`config.mk`:
```
export PLATFORM = sky130hd
export DESIGN_NAME = ntsa_unit
export DESIGN_NICKNAME = d
export VERILOG_FILES = /design/src/design/ntsa_pkg.sv /design/src/design/ntsa_unit.sv
export VERILOG_INCLUDE_DIRS = /design/src /design/src/design
export SDC_FILE = /design/constraint.sdc
export NUM_CORES = 2
export LEC_CHECK = 0
export BUFFER_PORTS_ARGS = -buffer_cell sky130_fd_sc_hd__buf_4
export CORE_MARGIN = 8
export CORE_UTILIZATION = 40
export CTS_CLUSTER_DIAMETER = 60
export DETAILED_ROUTE_END_ITERATION = 8
export PLACE_DENSITY = 0.6
export SLEW_MARGIN = 10
export SYNTH_ARGS = -nofsm -noshare
export SYNTH_HDL_FRONTEND = slang
export SYNTH_SLANG_ARGS = --single-unit
```
`constraint.sdc`:
```
create_clock -name pclk -period 4.74 [get_ports pclk]
set_input_delay 0.237 -clock pclk [delete_from_list [all_inputs] [get_ports pclk]]
set_output_delay 0.237 -clock pclk [all_outputs]
set_load 0.005 [all_outputs]
```
`src/design/ntsa_consts.svh`:
```
/*
 * Constants for the contactless state and access unit: command codes, register offsets,
 * field positions and reset values.
 * Assumes it is included by bare name from the unit, the reader model and the testbench.
 */
`ifndef NTSA_CONSTS_SVH
`define NTSA_CONSTS_SVH
// contactless command codes, first frame byte
`define NTSA_CMD_REQ 8'h26
`define NTSA_CMD_WAKE 8'h52
`define NTSA_CMD_CL1 8'h93
`define NTSA_CMD_CL2 8'h95
`define NTSA_ARG_ANTICOLL 8'h20
`define NTSA_ARG_SELECT 8'h70
`define NTSA_CMD_HALT 8'h50
`define NTSA_ARG_HALT 8'h00
`define NTSA_CMD_READ 8'h30
`define NTSA_CMD_WRITE 8'ha2
`define NTSA_CMD_TAG_KEY 8'h1b
`define NTSA_CMD_DM_FETCH 8'h51
`define NTSA_CMD_DM_STORE 8'h54
`define NTSA_CMD_GET_RD_LOCK 8'h6a
`define NTSA_CMD_GET_WR_LOCK 8'h6c
`define NTSA_CMD_SET_RD_LOCK 8'h7f
`define NTSA_CMD_SET_WR_LOCK 8'h7e
`define NTSA_CMD_DM_KEY 8'h40
// payload sizes in bytes
`define NTSA_DM_BLOCK_BYTES 7'h40
`define NTSA_NO_PAYLOAD 7'h00
// register byte offsets
`define NTSA_OFS_STATUS 12'h000
`define NTSA_OFS_MIRROR 12'h004
`define NTSA_OFS_GUARD 12'h008
`define NTSA_OFS_KEY 12'h00c
`define NTSA_OFS_KEY_ACK 12'h010
`define NTSA_OFS_DM_KEY 12'h014
`define NTSA_OFS_UID_LO 12'h018
`define NTSA_OFS_UID_HI 12'h01c
`define NTSA_OFS_RDLK_LO 12'h020
`define NTSA_OFS_RDLK_HI 12'h024
`define NTSA_OFS_WRLK_LO 12'h028
`define NTSA_OFS_WRLK_HI 12'h02c
// field positions inside the mirror and guard registers
`define NTSA_MIR_CONF_LSB 0
`define NTSA_MIR_BYTE_LSB 4
`define NTSA_MIR_BLOCK_LSB 8
`define NTSA_LIMIT_LSB 8
// reset values and mirror constants
`define NTSA_GUARD_OFF 8'hff
`define NTSA_MIR_CONF_ON 2'b01
`define NTSA_MIR_BLOCK_MIN 8'h03
`define NTSA_MIR_LEN 10'h00e
`define NTSA_ASCII_DIGIT 8'h30
`define NTSA_ASCII_LETTER 8'h37
`define NTSA_NIB_TEN 4'ha
`endif

```
`src/design/ntsa_pkg.sv`:
```
/*
 * Types of the contactless state and access unit: state codes, answer kinds, state record.
 * Assumes the constants header is on the include path.
 */
`default_nettype none
package ntsa_pkg;
	// one-hot card states
	typedef enum logic [7:0] {
		NTSA_IDLE = 8'h01,
		NTSA_LVL1 = 8'h02,
		NTSA_LVL2 = 8'h04,
		NTSA_TAG_ACT = 8'h08,
		NTSA_DM_ACT = 8'h10,
		NTSA_TAG_AUTH = 8'h20,
		NTSA_DM_AUTH = 8'h40,
		NTSA_HALT = 8'h80
	} ntsa_state_t;

	// kind of answer handed to the framer
	typedef enum logic [3:0] {
		NTSA_RSP_NONE = 4'h0,
		NTSA_RSP_ATQ = 4'h1,
		NTSA_RSP_UID1 = 4'h2,
		NTSA_RSP_SAK_MORE = 4'h3,
		NTSA_RSP_UID2 = 4'h4,
		NTSA_RSP_SAK_DONE = 4'h5,
		NTSA_RSP_ACK = 4'h6,
		NTSA_RSP_NAK = 4'h7,
		NTSA_RSP_DATA = 4'h8,
		NTSA_RSP_KEY_ACK = 4'h9,
		NTSA_RSP_LOCKMAP = 4'ha,
		NTSA_RSP_DM_DATA = 4'hb
	} ntsa_rsp_t;

	// whole state of the unit
	typedef struct packed {
		ntsa_state_t st;
		logic halted;
		logic [2:0] fails;
		logic [63:0] rd_lock;
		logic [63:0] wr_lock;
		logic [1:0] mir_conf;
		logic [1:0] mir_byte;
		logic [7:0] mir_block;
		logic [7:0] guard;
		logic [2:0] limit;
		logic [31:0] key;
		logic [15:0] key_ack;
		logic [31:0] dm_key;
		logic [55:0] uid;
		logic [31:0] prdata;
		logic pready;
		logic pslverr;
		logic rsp_valid;
		ntsa_rsp_t rsp_kind;
		logic [127:0] rsp_data;
		logic dm_rd_go;
		logic dm_wr_go;
		logic [5:0] dm_region;
		logic tag_wr_go;
		logic [7:0] tag_wr_block;
		logic [31:0] tag_wr_data;
	} ntsa_regs_t;
endpackage
`default_nettype wire

```
`src/design/ntsa_unit.sv`:
```
/*
 * Contactless card state machine with data-memory lock bitmaps, uid ascii mirror and
 * tag key guard, configured over an APB slave.
 * Assumes a framer on pclk that delivers decoded, checked frames and sends the answers,
 * and tag memory that returns 16 bytes at frame_arg combinationally.
 */
// Behaviour
// - level-one state resolves 3 uid bytes; level-one select moves to level two.
// - READ of block 0 in either cascade state jumps straight to tag active.
// - unexpected frame in level one returns to the current wait state.
// - level-two state answers anticollision with 4 uid bytes; select ends it.
// - level-two select answers with cascade-complete SAK; device is then selected.
// - unexpected frame in level two returns to the current wait state.
// - tag active: halt request goes to halt, other errors to wait state.
// - good tag key in tag active enters tag authenticated.
// - good data key enters data authenticated; errors in data active go idle.
// - tag authenticated opens guarded blocks; halt to halt; errors to wait state.
// - data authenticated opens lock updates; unexpected frames go idle.
// - halt is left only by wake-up; other frames leave it unchanged.
// - data block fetch and store move exactly 64 bytes.
// - a set lock bit makes the matching 64-byte fetch or store answer NAK.
// - lock bitmap reads work in data active and data authenticated.
// - lock bitmap updates only run in data authenticated.
// - lock updates OR into the bitmap; bits never return to zero.
// - frames failing crc, parity or bit count are treated as errors.
// - with mirror on, READ answers show the uid as 14 ascii bytes.
// - mirror starts at block and byte; needs block above 03h and config 01b.
// - guard FFh leaves keys writable; otherwise blocks from guard need the key.
// - idle is left only on request or wake-up; other frames stay idle.
// - a halt request from tag active or tag authenticated makes halt the wait state.
`default_nettype none
`include "ntsa_consts.svh"
module ntsa_unit #(
	parameter logic [7:0] SAK_MORE = 8'h04, // sak values arbitrary, set by integration
	parameter logic [7:0] SAK_DONE = 8'h00,
	parameter logic [15:0] ATQ_VALUE = 16'h0044
) (
	input wire logic pclk,
	input wire logic presetn,
	input wire logic psel,
	input wire logic penable,
	input wire logic pwrite,
	input wire logic [11:0] paddr,
	input wire logic [31:0] pwdata,
	input wire logic [3:0] pstrb,
	output logic [31:0] prdata,
	output logic pready,
	output logic pslverr,
	input wire logic frame_valid,
	input wire logic frame_short,
	input wire logic frame_intact,
	input wire logic [7:0] frame_cmd,
	input wire logic [7:0] frame_arg,
	input wire logic [6:0] frame_nbytes,
	input wire logic [63:0] frame_data,
	input wire logic [127:0] tag_rdata,
	output logic rsp_valid,
	output ntsa_pkg::ntsa_rsp_t rsp_kind,
	output logic [127:0] rsp_data,
	output logic dm_rd_go,
	output logic dm_wr_go,
	output logic [5:0] dm_region,
	output logic tag_wr_go,
	output logic [7:0] tag_wr_block,
	output logic [31:0] tag_wr_data,
	output ntsa_pkg::ntsa_state_t rf_state
);
	import ntsa_pkg::*;

	ntsa_regs_t s_r;
	ntsa_regs_t s_nxt;

	// two-byte command match, used for every anticollision and halt frame
	function automatic logic cmd2(input logic [7:0] c, input logic [7:0] a, input logic [7:0] ec,
		input logic [7:0] ea);
		cmd2 = (c == ec) && (a == ea);
	endfunction

	// one nibble to its ascii hex digit
	function automatic logic [7:0] hex_ascii(input logic [3:0] n);
		hex_ascii = (n < `NTSA_NIB_TEN) ? (`NTSA_ASCII_DIGIT + {4'h0, n}) : (`NTSA_ASCII_LETTER + {4'h0, n});
	endfunction

	// mirror window per answer byte; overlap is checked byte by byte so any start byte works
	logic mir_on;
	logic [9:0] mir_start;
	logic [127:0] read_view;
	assign mir_on = (s_r.mir_conf == `NTSA_MIR_CONF_ON) && (s_r.mir_block > `NTSA_MIR_BLOCK_MIN);
	assign mir_start = {s_r.mir_block, s_r.mir_byte};
	genvar gi;
	generate
		for (gi = 0; gi < 16; gi++) begin : g_mir
			logic [9:0] abs_idx;
			logic [9:0] off;
			logic [7:0] ubyte;
			assign abs_idx = {frame_arg, 2'b00} + 10'(gi);
			assign off = abs_idx - mir_start;
			assign ubyte = s_r.uid[{off[3:1], 3'b000} +: 8];
			// high nibble first, so each uid byte becomes two characters
			assign read_view[gi*8 +: 8] = (mir_on && abs_idx >= mir_start && off < `NTSA_MIR_LEN) ?
				hex_ascii(off[0] ? ubyte[3:0] : ubyte[7:4]) : tag_rdata[gi*8 +: 8];
		end
	endgenerate

	// frame classification
	logic is_req;
	logic is_wake;
	logic is_halt;
	logic is_read;
	logic is_read0;
	logic guarded;
	logic key_ok;
	logic dm_ok;
	logic dm_cmd;
	ntsa_state_t wait_st;
	assign is_req = frame_short && frame_cmd == `NTSA_CMD_REQ;
	assign is_wake = frame_short && frame_cmd == `NTSA_CMD_WAKE;
	assign is_halt = !frame_short && cmd2(frame_cmd, frame_arg, `NTSA_CMD_HALT, `NTSA_ARG_HALT);
	assign is_read = !frame_short && frame_cmd == `NTSA_CMD_READ && frame_nbytes == `NTSA_NO_PAYLOAD;
	assign is_read0 = is_read && frame_arg == 8'h00;
	assign guarded = (s_r.guard != `NTSA_GUARD_OFF) && (frame_arg >= s_r.guard);
	// once the limit is reached every tag key verification fails, right key or not; the data key has no limit
	assign key_ok = (frame_data[31:0] == s_r.key) && !(s_r.limit != 3'h0 && s_r.fails >= s_r.limit);
	assign dm_ok = frame_data[31:0] == s_r.dm_key;
	assign dm_cmd = !frame_short && (frame_cmd == `NTSA_CMD_DM_FETCH || frame_cmd == `NTSA_CMD_DM_STORE ||
		frame_cmd == `NTSA_CMD_GET_RD_LOCK || frame_cmd == `NTSA_CMD_GET_WR_LOCK ||
		frame_cmd == `NTSA_CMD_SET_RD_LOCK || frame_cmd == `NTSA_CMD_SET_WR_LOCK ||
		frame_cmd == `NTSA_CMD_DM_KEY);
	assign wait_st = s_r.halted ? NTSA_HALT : NTSA_IDLE;

	// apb decode
	logic apb_setup;
	logic apb_wr;
	logic key_open;
	assign apb_setup = psel && !penable && !s_r.pready;
	assign apb_wr = psel && penable && s_r.pready && pwrite;
	assign key_open = (s_r.guard == `NTSA_GUARD_OFF) || (s_r.st == NTSA_TAG_AUTH);

	// next state: apb access first, then one frame per cycle
	always_comb begin
		s_nxt = s_r;
		s_nxt.pready = apb_setup;
		s_nxt.rsp_valid = 1'b0;
		s_nxt.rsp_kind = NTSA_RSP_NONE;
		s_nxt.dm_rd_go = 1'b0;
		s_nxt.dm_wr_go = 1'b0;
		s_nxt.tag_wr_go = 1'b0;
		// read data is latched in setup so it comes from a flop in the access cycle
		if (apb_setup) begin
			s_nxt.pslverr = 1'b0;
			unique case (paddr)
				`NTSA_OFS_STATUS: s_nxt.prdata = {20'h0, s_r.fails, s_r.halted, s_r.st};
				`NTSA_OFS_MIRROR: s_nxt.prdata = {16'h0, s_r.mir_block, 2'b00, s_r.mir_byte, 2'b00, s_r.mir_conf};
				`NTSA_OFS_GUARD: s_nxt.prdata = {21'h0, s_r.limit, s_r.guard};
				`NTSA_OFS_KEY, `NTSA_OFS_KEY_ACK, `NTSA_OFS_DM_KEY: s_nxt.prdata = 32'h0;
				`NTSA_OFS_UID_LO: s_nxt.prdata = s_r.uid[31:0];
				`NTSA_OFS_UID_HI: s_nxt.prdata = {8'h0, s_r.uid[55:32]};
				`NTSA_OFS_RDLK_LO: s_nxt.prdata = s_r.rd_lock[31:0];
				`NTSA_OFS_RDLK_HI: s_nxt.prdata = s_r.rd_lock[63:32];
				`NTSA_OFS_WRLK_LO: s_nxt.prdata = s_r.wr_lock[31:0];
				`NTSA_OFS_WRLK_HI: s_nxt.prdata = s_r.wr_lock[63:32];
				default: begin
					s_nxt.prdata = 32'h0;
					s_nxt.pslverr = 1'b1;
				end
			endcase
		end
		// writes honour byte strobes only through whole-register loads of full words
		if (apb_wr && pstrb == 4'hf) begin
			unique case (paddr)
				`NTSA_OFS_MIRROR: begin
					s_nxt.mir_conf = pwdata[`NTSA_MIR_CONF_LSB +: 2];
					s_nxt.mir_byte = pwdata[`NTSA_MIR_BYTE_LSB +: 2];
					s_nxt.mir_block = pwdata[`NTSA_MIR_BLOCK_LSB +: 8];
				end
				`NTSA_OFS_GUARD: begin
					s_nxt.guard = pwdata[7:0];
					s_nxt.limit = pwdata[`NTSA_LIMIT_LSB +: 3];
				end
				`NTSA_OFS_KEY: if (key_open) s_nxt.key = pwdata;
				`NTSA_OFS_KEY_ACK: if (key_open) s_nxt.key_ack = pwdata[15:0];
				`NTSA_OFS_DM_KEY: s_nxt.dm_key = pwdata;
				`NTSA_OFS_UID_LO: s_nxt.uid[31:0] = pwdata;
				`NTSA_OFS_UID_HI: s_nxt.uid[55:32] = pwdata[23:0];
				default: ;
			endcase
		end
		if (frame_valid) begin
			s_nxt.rsp_valid = 1'b1;
			s_nxt.rsp_data = 128'h0;
			if (!frame_intact) begin
				// a damaged frame is silent; data states drop to idle, tag states to wait state
				s_nxt.rsp_valid = 1'b0;
				unique case (s_r.st)
					NTSA_IDLE, NTSA_HALT: ;
					NTSA_DM_ACT, NTSA_DM_AUTH: s_nxt.st = NTSA_IDLE;
					default: s_nxt.st = wait_st;
				endcase
			end else begin
				unique case (s_r.st)
					NTSA_IDLE: begin
						if (is_req || is_wake) begin
							s_nxt.st = NTSA_LVL1;
							s_nxt.rsp_kind = NTSA_RSP_ATQ;
							s_nxt.rsp_data = {112'h0, ATQ_VALUE};
						end else
							s_nxt.rsp_valid = 1'b0;
					end
					NTSA_HALT: begin
						if (is_wake) begin
							s_nxt.st = NTSA_LVL1;
							s_nxt.rsp_kind = NTSA_RSP_ATQ;
							s_nxt.rsp_data = {112'h0, ATQ_VALUE};
						end else
							s_nxt.rsp_valid = 1'b0;
					end
					NTSA_LVL1, NTSA_LVL2: begin
						if (is_read0) begin
							s_nxt.st = NTSA_TAG_ACT;
							s_nxt.rsp_kind = NTSA_RSP_DATA;
							s_nxt.rsp_data = read_view;
						end else if (s_r.st == NTSA_LVL1 &&
							cmd2(frame_cmd, frame_arg, `NTSA_CMD_CL1, `NTSA_ARG_ANTICOLL)) begin
							s_nxt.rsp_kind = NTSA_RSP_UID1;
							s_nxt.rsp_data = {104'h0, s_r.uid[23:0]};
						end else if (s_r.st == NTSA_LVL1 && frame_data[23:0] == s_r.uid[23:0] &&
							cmd2(frame_cmd, frame_arg, `NTSA_CMD_CL1, `NTSA_ARG_SELECT)) begin
							s_nxt.st = NTSA_LVL2;
							s_nxt.rsp_kind = NTSA_RSP_SAK_MORE;
							s_nxt.rsp_data = {120'h0, SAK_MORE};
						end else if (s_r.st == NTSA_LVL2 &&
							cmd2(frame_cmd, frame_arg, `NTSA_CMD_CL2, `NTSA_ARG_ANTICOLL)) begin
							s_nxt.rsp_kind = NTSA_RSP_UID2;
							s_nxt.rsp_data = {96'h0, s_r.uid[55:24]};
						end else if (s_r.st == NTSA_LVL2 && frame_data[31:0] == s_r.uid[55:24] &&
							cmd2(frame_cmd, frame_arg, `NTSA_CMD_CL2, `NTSA_ARG_SELECT)) begin
							s_nxt.st = NTSA_TAG_ACT;
							s_nxt.rsp_kind = NTSA_RSP_SAK_DONE;
							s_nxt.rsp_data = {120'h0, SAK_DONE};
						end else begin
							s_nxt.st = wait_st;
							s_nxt.rsp_valid = 1'b0;
						end
					end
					NTSA_TAG_ACT, NTSA_TAG_AUTH: begin
						if (is_halt) begin
							s_nxt.st = NTSA_HALT;
							s_nxt.halted = 1'b1;
							s_nxt.rsp_valid = 1'b0;
						end else if (is_read) begin
							s_nxt.rsp_kind = (guarded && s_r.st == NTSA_TAG_ACT) ? NTSA_RSP_NAK : NTSA_RSP_DATA;
							s_nxt.rsp_data = (guarded && s_r.st == NTSA_TAG_ACT) ? 128'h0 : read_view;
						end else if (!frame_short && frame_cmd == `NTSA_CMD_WRITE && frame_nbytes == 7'h04) begin
							if (guarded && s_r.st == NTSA_TAG_ACT)
								s_nxt.rsp_kind = NTSA_RSP_NAK;
							else begin
								s_nxt.rsp_kind = NTSA_RSP_ACK;
								s_nxt.tag_wr_go = 1'b1;
								s_nxt.tag_wr_block = frame_arg;
								s_nxt.tag_wr_data = frame_data[31:0];
							end
						end else if (!frame_short && frame_cmd == `NTSA_CMD_TAG_KEY) begin
							if (key_ok) begin
								s_nxt.st = NTSA_TAG_AUTH;
								s_nxt.fails = 3'h0;
								s_nxt.rsp_kind = NTSA_RSP_KEY_ACK;
								s_nxt.rsp_data = {112'h0, s_r.key_ack};
							end else begin
								s_nxt.rsp_kind = NTSA_RSP_NAK;
								if (s_r.fails != 3'h7)
									s_nxt.fails = s_r.fails + 3'h1;
							end
						end else if (dm_cmd && s_r.st == NTSA_TAG_ACT) begin
							// data memory work starts from the selected tag; the frame is dropped unanswered
							s_nxt.st = NTSA_DM_ACT;
							s_nxt.rsp_valid = 1'b0;
						end else begin
							s_nxt.st = wait_st;
							s_nxt.rsp_valid = 1'b0;
						end
					end
					NTSA_DM_ACT, NTSA_DM_AUTH: begin
						if (!frame_short && frame_cmd == `NTSA_CMD_DM_FETCH && frame_nbytes == `NTSA_NO_PAYLOAD) begin
							s_nxt.dm_region = frame_arg[5:0];
							s_nxt.rsp_kind = s_r.rd_lock[frame_arg[5:0]] ? NTSA_RSP_NAK : NTSA_RSP_DM_DATA;
							s_nxt.dm_rd_go = !s_r.rd_lock[frame_arg[5:0]];
						end else if (!frame_short && frame_cmd == `NTSA_CMD_DM_STORE &&
							frame_nbytes == `NTSA_DM_BLOCK_BYTES) begin
							s_nxt.dm_region = frame_arg[5:0];
							s_nxt.rsp_kind = s_r.wr_lock[frame_arg[5:0]] ? NTSA_RSP_NAK : NTSA_RSP_ACK;
							s_nxt.dm_wr_go = !s_r.wr_lock[frame_arg[5:0]];
						end else if (!frame_short && frame_cmd == `NTSA_CMD_GET_RD_LOCK) begin
							s_nxt.rsp_kind = NTSA_RSP_LOCKMAP;
							s_nxt.rsp_data = {64'h0, s_r.rd_lock};
						end else if (!frame_short && frame_cmd == `NTSA_CMD_GET_WR_LOCK) begin
							s_nxt.rsp_kind = NTSA_RSP_LOCKMAP;
							s_nxt.rsp_data = {64'h0, s_r.wr_lock};
						end else if (!frame_short && frame_cmd == `NTSA_CMD_DM_KEY) begin
							if (dm_ok) begin
								s_nxt.st = NTSA_DM_AUTH;
								s_nxt.rsp_kind = NTSA_RSP_ACK;
							end else
								s_nxt.rsp_kind = NTSA_RSP_NAK;
						end else if (s_r.st == NTSA_DM_AUTH && !frame_short && frame_cmd == `NTSA_CMD_SET_RD_LOCK) begin
							s_nxt.rd_lock = s_r.rd_lock | frame_data;
							s_nxt.rsp_kind = NTSA_RSP_ACK;
						end else if (s_r.st == NTSA_DM_AUTH && !frame_short && frame_cmd == `NTSA_CMD_SET_WR_LOCK) begin
							s_nxt.wr_lock = s_r.wr_lock | frame_data;
							s_nxt.rsp_kind = NTSA_RSP_ACK;
						end else begin
							s_nxt.st = NTSA_IDLE;
							s_nxt.rsp_valid = 1'b0;
						end
					end
					default: s_nxt.st = NTSA_IDLE;
				endcase
			end
		end
	end

	// single register for all state; lock maps come up clear, guard off
	always_ff @(posedge pclk or negedge presetn) begin
		if (!presetn) begin
			s_r <= '0;
			s_r.st <= NTSA_IDLE;
			s_r.guard <= `NTSA_GUARD_OFF;
		end else
			s_r <= s_nxt;
	end

	assign prdata = s_r.prdata;
	assign pready = s_r.pready;
	assign pslverr = s_r.pslverr;
	assign rsp_valid = s_r.rsp_valid;
	assign rsp_kind = s_r.rsp_kind;
	assign rsp_data = s_r.rsp_data;
	assign dm_rd_go = s_r.dm_rd_go;
	assign dm_wr_go = s_r.dm_wr_go;
	assign dm_region = s_r.dm_region;
	assign tag_wr_go = s_r.tag_wr_go;
	assign tag_wr_block = s_r.tag_wr_block;
	assign tag_wr_data = s_r.tag_wr_data;
	assign rf_state = s_r.st;
endmodule
`default_nettype wire

```
# [After elaboration in Yosys (flattened, before gate mapping)]
# Cells that the tools add are included.
[word_totals] ff_bits=515 inputBits=271 out_inout_bits=224 word_cells=490
[op_classes] add_sub_neg=64 n_lt_le_gt_ge=52 eq_ne=62 n_shift=16 mux=143 bitwise_logic=12 n_reduce_logical=114
[ops] operator="56-bit by 7-bit variable part select with 8-bit output" n=16
[ops] operator="133-bit case mux with 5 select lines" n=1
[ops] operator="132-bit two-way mux" n=5
[ops] operator="131-bit two-way mux" n=4
[ops] operator="128-bit two-way mux" n=4
[ops] operator="8-bit two-way mux" n=40
[ops] operator="32-bit case mux with 9 select lines" n=1
[ops] operator="129-bit two-way mux" n=2
[ops] operator="6-bit by 4-bit adder with 7-bit output (first input constant)" n=32
[ops] operator="41-bit two-way mux" n=5
[ops] operator="182-bit two-way mux" n=1
[ops] operator="181-bit two-way mux" n=1
[ops] operator="10-bit >= comparator" n=16
[ops] operator="10-bit by 4-bit less-than comparator with 1-bit output (second input constant)" n=16
[ops] operator="10-bit subtractor" n=16
[ops] operator="64-bit bitwise OR" n=2
[ops] operator="7-bit two-way mux" n=17
[ops] operator="32-bit == test" n=3
[ops] operator="4-bit two-way mux" n=23
[ops] operator="8-bit by 7-bit == test with 1-bit output (second input constant)" n=11
[ops] operator="10-bit by 4-bit adder with 10-bit output (second input constant)" n=8
[ops] operator="1-bit logical AND" n=75
[ops] operator="4-bit less-than comparator (second input constant)" n=16
[ops] operator="64-bit two-way mux" n=1
[ops] operator="54 further kinds" n=147

# [Logic depth before layout (Yosys ltp)]
[logic_depth] word_depth=16 ltp_mapped=19 depth_no_buf=15

# [Least setup slack after synthesis]
# OpenSTA, ideal clock, no wires.
[synth_timing] path_type="input to register" from="input frame_arg[0]" to="register s_r, in the netlist rsp_data[108]" setup_ns=0.078 t_arrival_ns=4.675 t_required_ns=4.662 setup_slack_ns=-0.013 path_stages=16 path_buffers=4 cell_sequence="buf_2 -> buf_2 -> clkbuf_1 -> inv_1 -> ha_1 -> or3_1 -> xnor2_1 -> ha_1 -> clkbuf_1 -> a21o_1 -> a21o_1 -> o21ai_0 -> or4_1 -> a2111oi_4 -> mux2_2 -> o2bb2ai_1"
[synth_between] elab_chain_cells=12
[synth_rtl] item="start, declared" line="ntsa_unit.sv:53" text="input wire logic [7:0] frame_arg,"
[synth_rtl] item="10-bit by 4-bit adder with 10-bit output" line="ntsa_unit.sv:96" text="assign abs_idx = {frame_arg, 2'b00} + 10'(gi);"
[synth_rtl] item="10-bit subtractor" line="ntsa_unit.sv:97" text="assign off = abs_idx - mir_start;"
[synth_rtl] item="56-bit by 7-bit variable part select with 8-bit output" line="ntsa_unit.sv:98" text="assign ubyte = s_r.uid[{off[3:1], 3'b000} +: 8];"
[synth_rtl] item="4-bit two-way mux" line="ntsa_unit.sv:101" text="hex_ascii(off[0] ? ubyte[3:0] : ubyte[7:4]) : tag_rdata[gi*8 +: 8];"
[synth_rtl] item="6-bit by 4-bit adder with 7-bit output (no source line) or 4-bit less-than comparator (tied branches)"
[synth_rtl] item="7-bit two-way mux" line="ntsa_unit.sv:81" text="hex_ascii = (n < `NTSA_NIB_TEN) ? (`NTSA_ASCII_DIGIT + {4'h0, n}) : (`NTSA_ASCII_LETTER + {4'h0, n});"
[synth_rtl] item="8-bit two-way mux" line="ntsa_unit.sv:100" text="assign read_view[gi*8 +: 8] = (mir_on && abs_idx >= mir_start && off < `NTSA_MIR_LEN) ?"
[synth_rtl] item="128-bit two-way mux" line="ntsa_unit.sv:252" text="s_nxt.rsp_data = (guarded && s_r.st == NTSA_TAG_ACT) ? 128'h0 : read_view;"
[synth_rtl] item="132-bit two-way mux" line="ntsa_unit.sv:250" text="end else if (is_read) begin"
[synth_rtl] item="132-bit two-way mux" line="ntsa_unit.sv:246" text="if (is_halt) begin"
[synth_rtl] item="133-bit case mux with 5 select lines *" line="ntsa_unit.sv:200" text="unique case (s_r.st)"
[synth_rtl] item="181-bit two-way mux *" line="ntsa_unit.sv:191" text="if (!frame_intact) begin"
[synth_rtl] item="end signal, assigned" line="ntsa_unit.sv:328" text="s_r <= s_nxt;"
[synth_rtl] item="end, declared" line="ntsa_unit.sv:70" text="ntsa_regs_t s_r;"
# Mark *: on every way between the ends. The rest lies on a longest branch, timed or not.
# A chain may end at the register's enable or synchronous reset.

# [Worst setup path in the final report]
[layout_timing] from="register s_r, in the netlist mir_start[2]" to="register s_r, in the netlist rsp_data[100]"
[layout_between] elab_chain_cells=11
[layout_rtl] item="10-bit subtractor" line="ntsa_unit.sv:97"
[layout_rtl] item="56-bit by 7-bit variable part select with 8-bit output" line="ntsa_unit.sv:98"
[layout_rtl] item="4-bit two-way mux" line="ntsa_unit.sv:101"
[layout_rtl] item="6-bit by 4-bit adder with 7-bit output (no source line) or 4-bit less-than comparator (tied branches)"
[layout_rtl] item="7-bit two-way mux" line="ntsa_unit.sv:81"
[layout_rtl] item="8-bit two-way mux *" line="ntsa_unit.sv:100"
[layout_rtl] item="128-bit two-way mux" line="ntsa_unit.sv:252"
[layout_rtl] item="132-bit two-way mux" line="ntsa_unit.sv:250"
[layout_rtl] item="132-bit two-way mux" line="ntsa_unit.sv:246"
[layout_rtl] item="133-bit case mux with 5 select lines *" line="ntsa_unit.sv:200"
[layout_rtl] item="181-bit two-way mux *" line="ntsa_unit.sv:191"
# Marks and branches as above.

==> results.md <==
- Slowest stage cell on the critical path: dlygate4sd3_1
- First-pass GRT wire length: 243 mm
- Total grt overflow: 0
- Largest net degree at the start of global routing: 128
- Yosys warnings: 0
- Largest family of logic cells by synthesized area: multiplexers
- Max Fclk: 229 MHz
- Number of I/O pins: 495
- Final Cell Area: 45800 µm²
- CTS max path bufs: 3
- Starting DRT DRC Count: 4737
- FF+latch area: 12900 µm²
- Area of the multi-input gates: 21500 µm²
- Worst reg-to-reg path cell count: 14
- TritonRoute pass-1 iters: 8
- Status: finished clean
- Number of global-route vias before repair: 34175
- Asr flop ratio synth: 100%
- # placed instances: 5292
- Final Skew: 0.0277 ns
- CTS tree: yes
- Compound-Gate Fraction of Synth Area: 18.3%
- LEAKAGE: 21.4 nW
- Crit path time final: 4.37 ns
- Worst VDD drop: 198 µV
- CP delay by family, top: buffers and inverters
- FILL cells: 8663
- Post-synthesis simple-gate area fraction: 11.5%
- Core ar.: 93200 µm²
- CTS clk-pin slew, worst paths: 0.06 ns
- Pins over their slew limit: 0
- Die X: 322 µm
- Critical Path Fanout Max: 11
- Antenna viol nets, final: 0
- Ys flop type: dfrtp_1
- Post-DP HPWL: 124 mm
- H-tree depth: 3
- Startpoint Class: flop
- Routability Congestion: 1.01
- Commonest non-fill, non-tap cell in the layout: buf_4
- WHS: 0.0202 ns
- Hold WC Path Type: primary input to flop
- Pwr dens: 257 nW/µm²
- Most frequent cells in the layout: buf_4, dfrtp_1, nand2_1, a21oi_1
- Post-synthesis mux area share: 18.6%
- CP bufs+invs: 5
- Total GRT Usage: 31.7%
- Crit path kind: flop to flop
- Post-Synth Adder-Cell Area: 2.82%
- Syn_nets: 4285
- Worst Path Arrival: 4.96 ns
- Unrepaired setup endpoints after global routing: no
- Post-synthesis xor/xnor area fraction: 5.66%
- Design Power: 11.8 mW
- Sequential area share after synthesis: 34.4%
- Slew HR: 19.3%
- TNS Setup: 0 ns
- Data required, critical path: 5.33 ns
- #FFs+latches synth: 515
- CP Cell Sequence: inv_1, ha_2, buf_4, ha_1, a21oi_1, buf_4, xnor2_1, mux4_2, inv_1, ha_1, nor2b_1, nor3_1, o32ai_1, dlygate4sd3_1
- Vias post-DR: 35117
- Row count: 112
- Die Y: 322 µm
- Max_cap viols: 0
- Number of buffers inserted during clock tree synthesis: 67
- Non-filler cells in the finished layout: 5641
- DRC errors left: 0
- Worst setup EP type: flop
- Hold Vio Cnt, Final: 0
- Total Wirelength: 171 mm
- Initial Util: 40.3%
- Avg WL per Cell: 30.4 µm
- Nets@finish: 4685
- CP peak stage delay: 0.58 ns
- Cell variety after synth: 80
- Post-synth EDFFs: 0
- Initial antenna violation count: 8
- Hold path depth: 4
- Die Area: 104000 µm²
- Port Buf Inserts: 494
- Mapped Area: 37500 µm²
- Clock Latency Late Sink: 0.65 ns
- Clk sinks: 515
- Final setup violation count: 0
- Worst Max-Slew Pin Slew: 1.21 ns
- Post-Syn Instances: 3933
- Share of cells above drive strength 1: 26.5%
- Placed Area: 41200 µm²
- Fin crit share: 92.2%
- Root buf cell: clkbuf_16
- Syn Area/Cell: 9.54 µm²
- Stages on the worst setup path: 14
- Vias per Instance: 6.23
- Area Overhead vs Synth: 22.1%
==> stage by stage <==
stage               setup slack [ns]  utilization, %
finish                         0.368            49.1
detailed placement             0.478            44.2
global route                   0.169            49.1
CTS                            0.246            49.1
global placement               0.507            44.2
floorplan                      0.117               -
==> registers in the layout (all words and copies together), names as in the netlist, 4 cells and up <==
signal        count
rf_state          8
dm_region         6
rsp_kind          4
rsp_data        128
mir_start        10
prdata           32
tag_wr_block      8
tag_wr_data      32
s_r             281
==> report_power, final <==
group          switching [mW]  internal, mW  leakage [nW]
Clock                    2.19          3.22          1.12
Combinational            1.04         0.773          13.2
Sequential             0.0733          4.45          7.07
Total                    3.31          8.44          21.4
==> per-layer routing <==
metal / routed length [µm] / up-vias / share of wire (%) / global-route usage, %
met5: 142 / - / 0.083 / 0.509
met4: 10200 / 14 / 5.9 / 15.9
li1: - / 14894 / - / -
met3: 21300 / 530 / 12 / 12.0
met1: 65700 / 17436 / 38 / 39.7
met2: 73900 / 2243 / 43 / 47.9
==> final timing paths <==
check | start | end | slack [ns]
worst min-delay path | frame_short | rf_state[4] | 0.02
worst min register to register | tag_wr_data[18] | tag_wr_data[18] | 0.47
worst max-delay path | mir_start[2] | rsp_data[100] | 0.37
max in group asynchronous | presetn | rsp_data[74] | 3.23
min in group asynchronous | presetn | tag_wr_data[28] | 0.16
worst max register to register | mir_start[2] | rsp_data[100] | 0.37
==> cell usage after synthesis, types with 10 or more instances <==
cell type | number | share of area, %
buf_4 | 225 | 4.5
nand2_1 | 445 | 4.5
ha_1 | 75 | 2.5
nand3_1 | 37 | 0.49
o2bb2ai_1 | 70 | 1.6
nand4_1 | 51 | 0.85
inv_1 | 89 | 0.89
mux4_2 | 132 | 7.9
buf_1 | 22 | 0.22
o21ai_0 | 177 | 2.4
nor2_1 | 159 | 1.6
xor2_1 | 137 | 3.2
nor3_1 | 35 | 0.47
dfrtp_1 | 506 | 34
buf_2 | 38 | 0.51
a21o_1 | 165 | 3.3
nor2b_1 | 35 | 0.58
nor4_1 | 39 | 0.65
a31oi_1 | 51 | 0.85
a21oi_1 | 285 | 3.8
o21a_1 | 19 | 0.38
mux2i_1 | 145 | 3.9
nor3b_1 | 15 | 0.30
a222oi_1 | 16 | 0.43
o31ai_1 | 10 | 0.20
nand2b_1 | 28 | 0.47
and2_1 | 15 | 0.25
mux2_2 | 226 | 6.8
a221oi_1 | 51 | 1.2
o21bai_1 | 14 | 0.28
a22oi_1 | 42 | 0.84
clkbuf_1 | 252 | 2.5
a211oi_1 | 16 | 0.32
xnor2_1 | 100 | 2.3
and3_1 | 15 | 0.25
a41oi_1 | 12 | 0.28
a22o_1 | 38 | 0.89
o21ai_1 | 11 | 0.15
==> timing repair <==
action | in CTS | in global routing
gates resized for setup | 0 | 1
endpoints found under the hold margin | 520 | 0
setup endpoints to repair | 0 | 1
hold buffers | 226 | 0
setup buffers | 0 | 0
==> worst reg2reg max path: cells and delay by family, from the launching register on <==
kind | cells | cell delay [ns]
compound gates | 2 | 0.38
xor+xnor | 1 | 0.57
fa+ha+maj | 3 | 1.03
buf+inv | 5 | 1.25
flops | 1 | 0.34
mux | 1 | 0.53
simple gates | 2 | 0.23
==> final cells by class <==
class                           instances  area share (%)
Antenna cell                            4          0.0219
Clock buffer                           87            4.02
Clock inverter                         32            1.01
Inverter                               93           0.768
Multi-Input combinational cell       2784            46.8
Sequential cell                       515            28.2
Tap cell                             1254            3.43
Timing Repair Buffer                  872            15.7
==> logic make-up after synthesis <==
| family | count (synthesis) |
|---|---|
| AOI/OAI and AO/OA | 1036 |
| and+or+nand+nor | 924 |
| DFF | 515 |
| muxes | 503 |
| xor gates and xnor gates | 240 |
| buffers and inverters | 634 |
| adders and majority gates | 81 |
(Power assumes the default switching activity.)
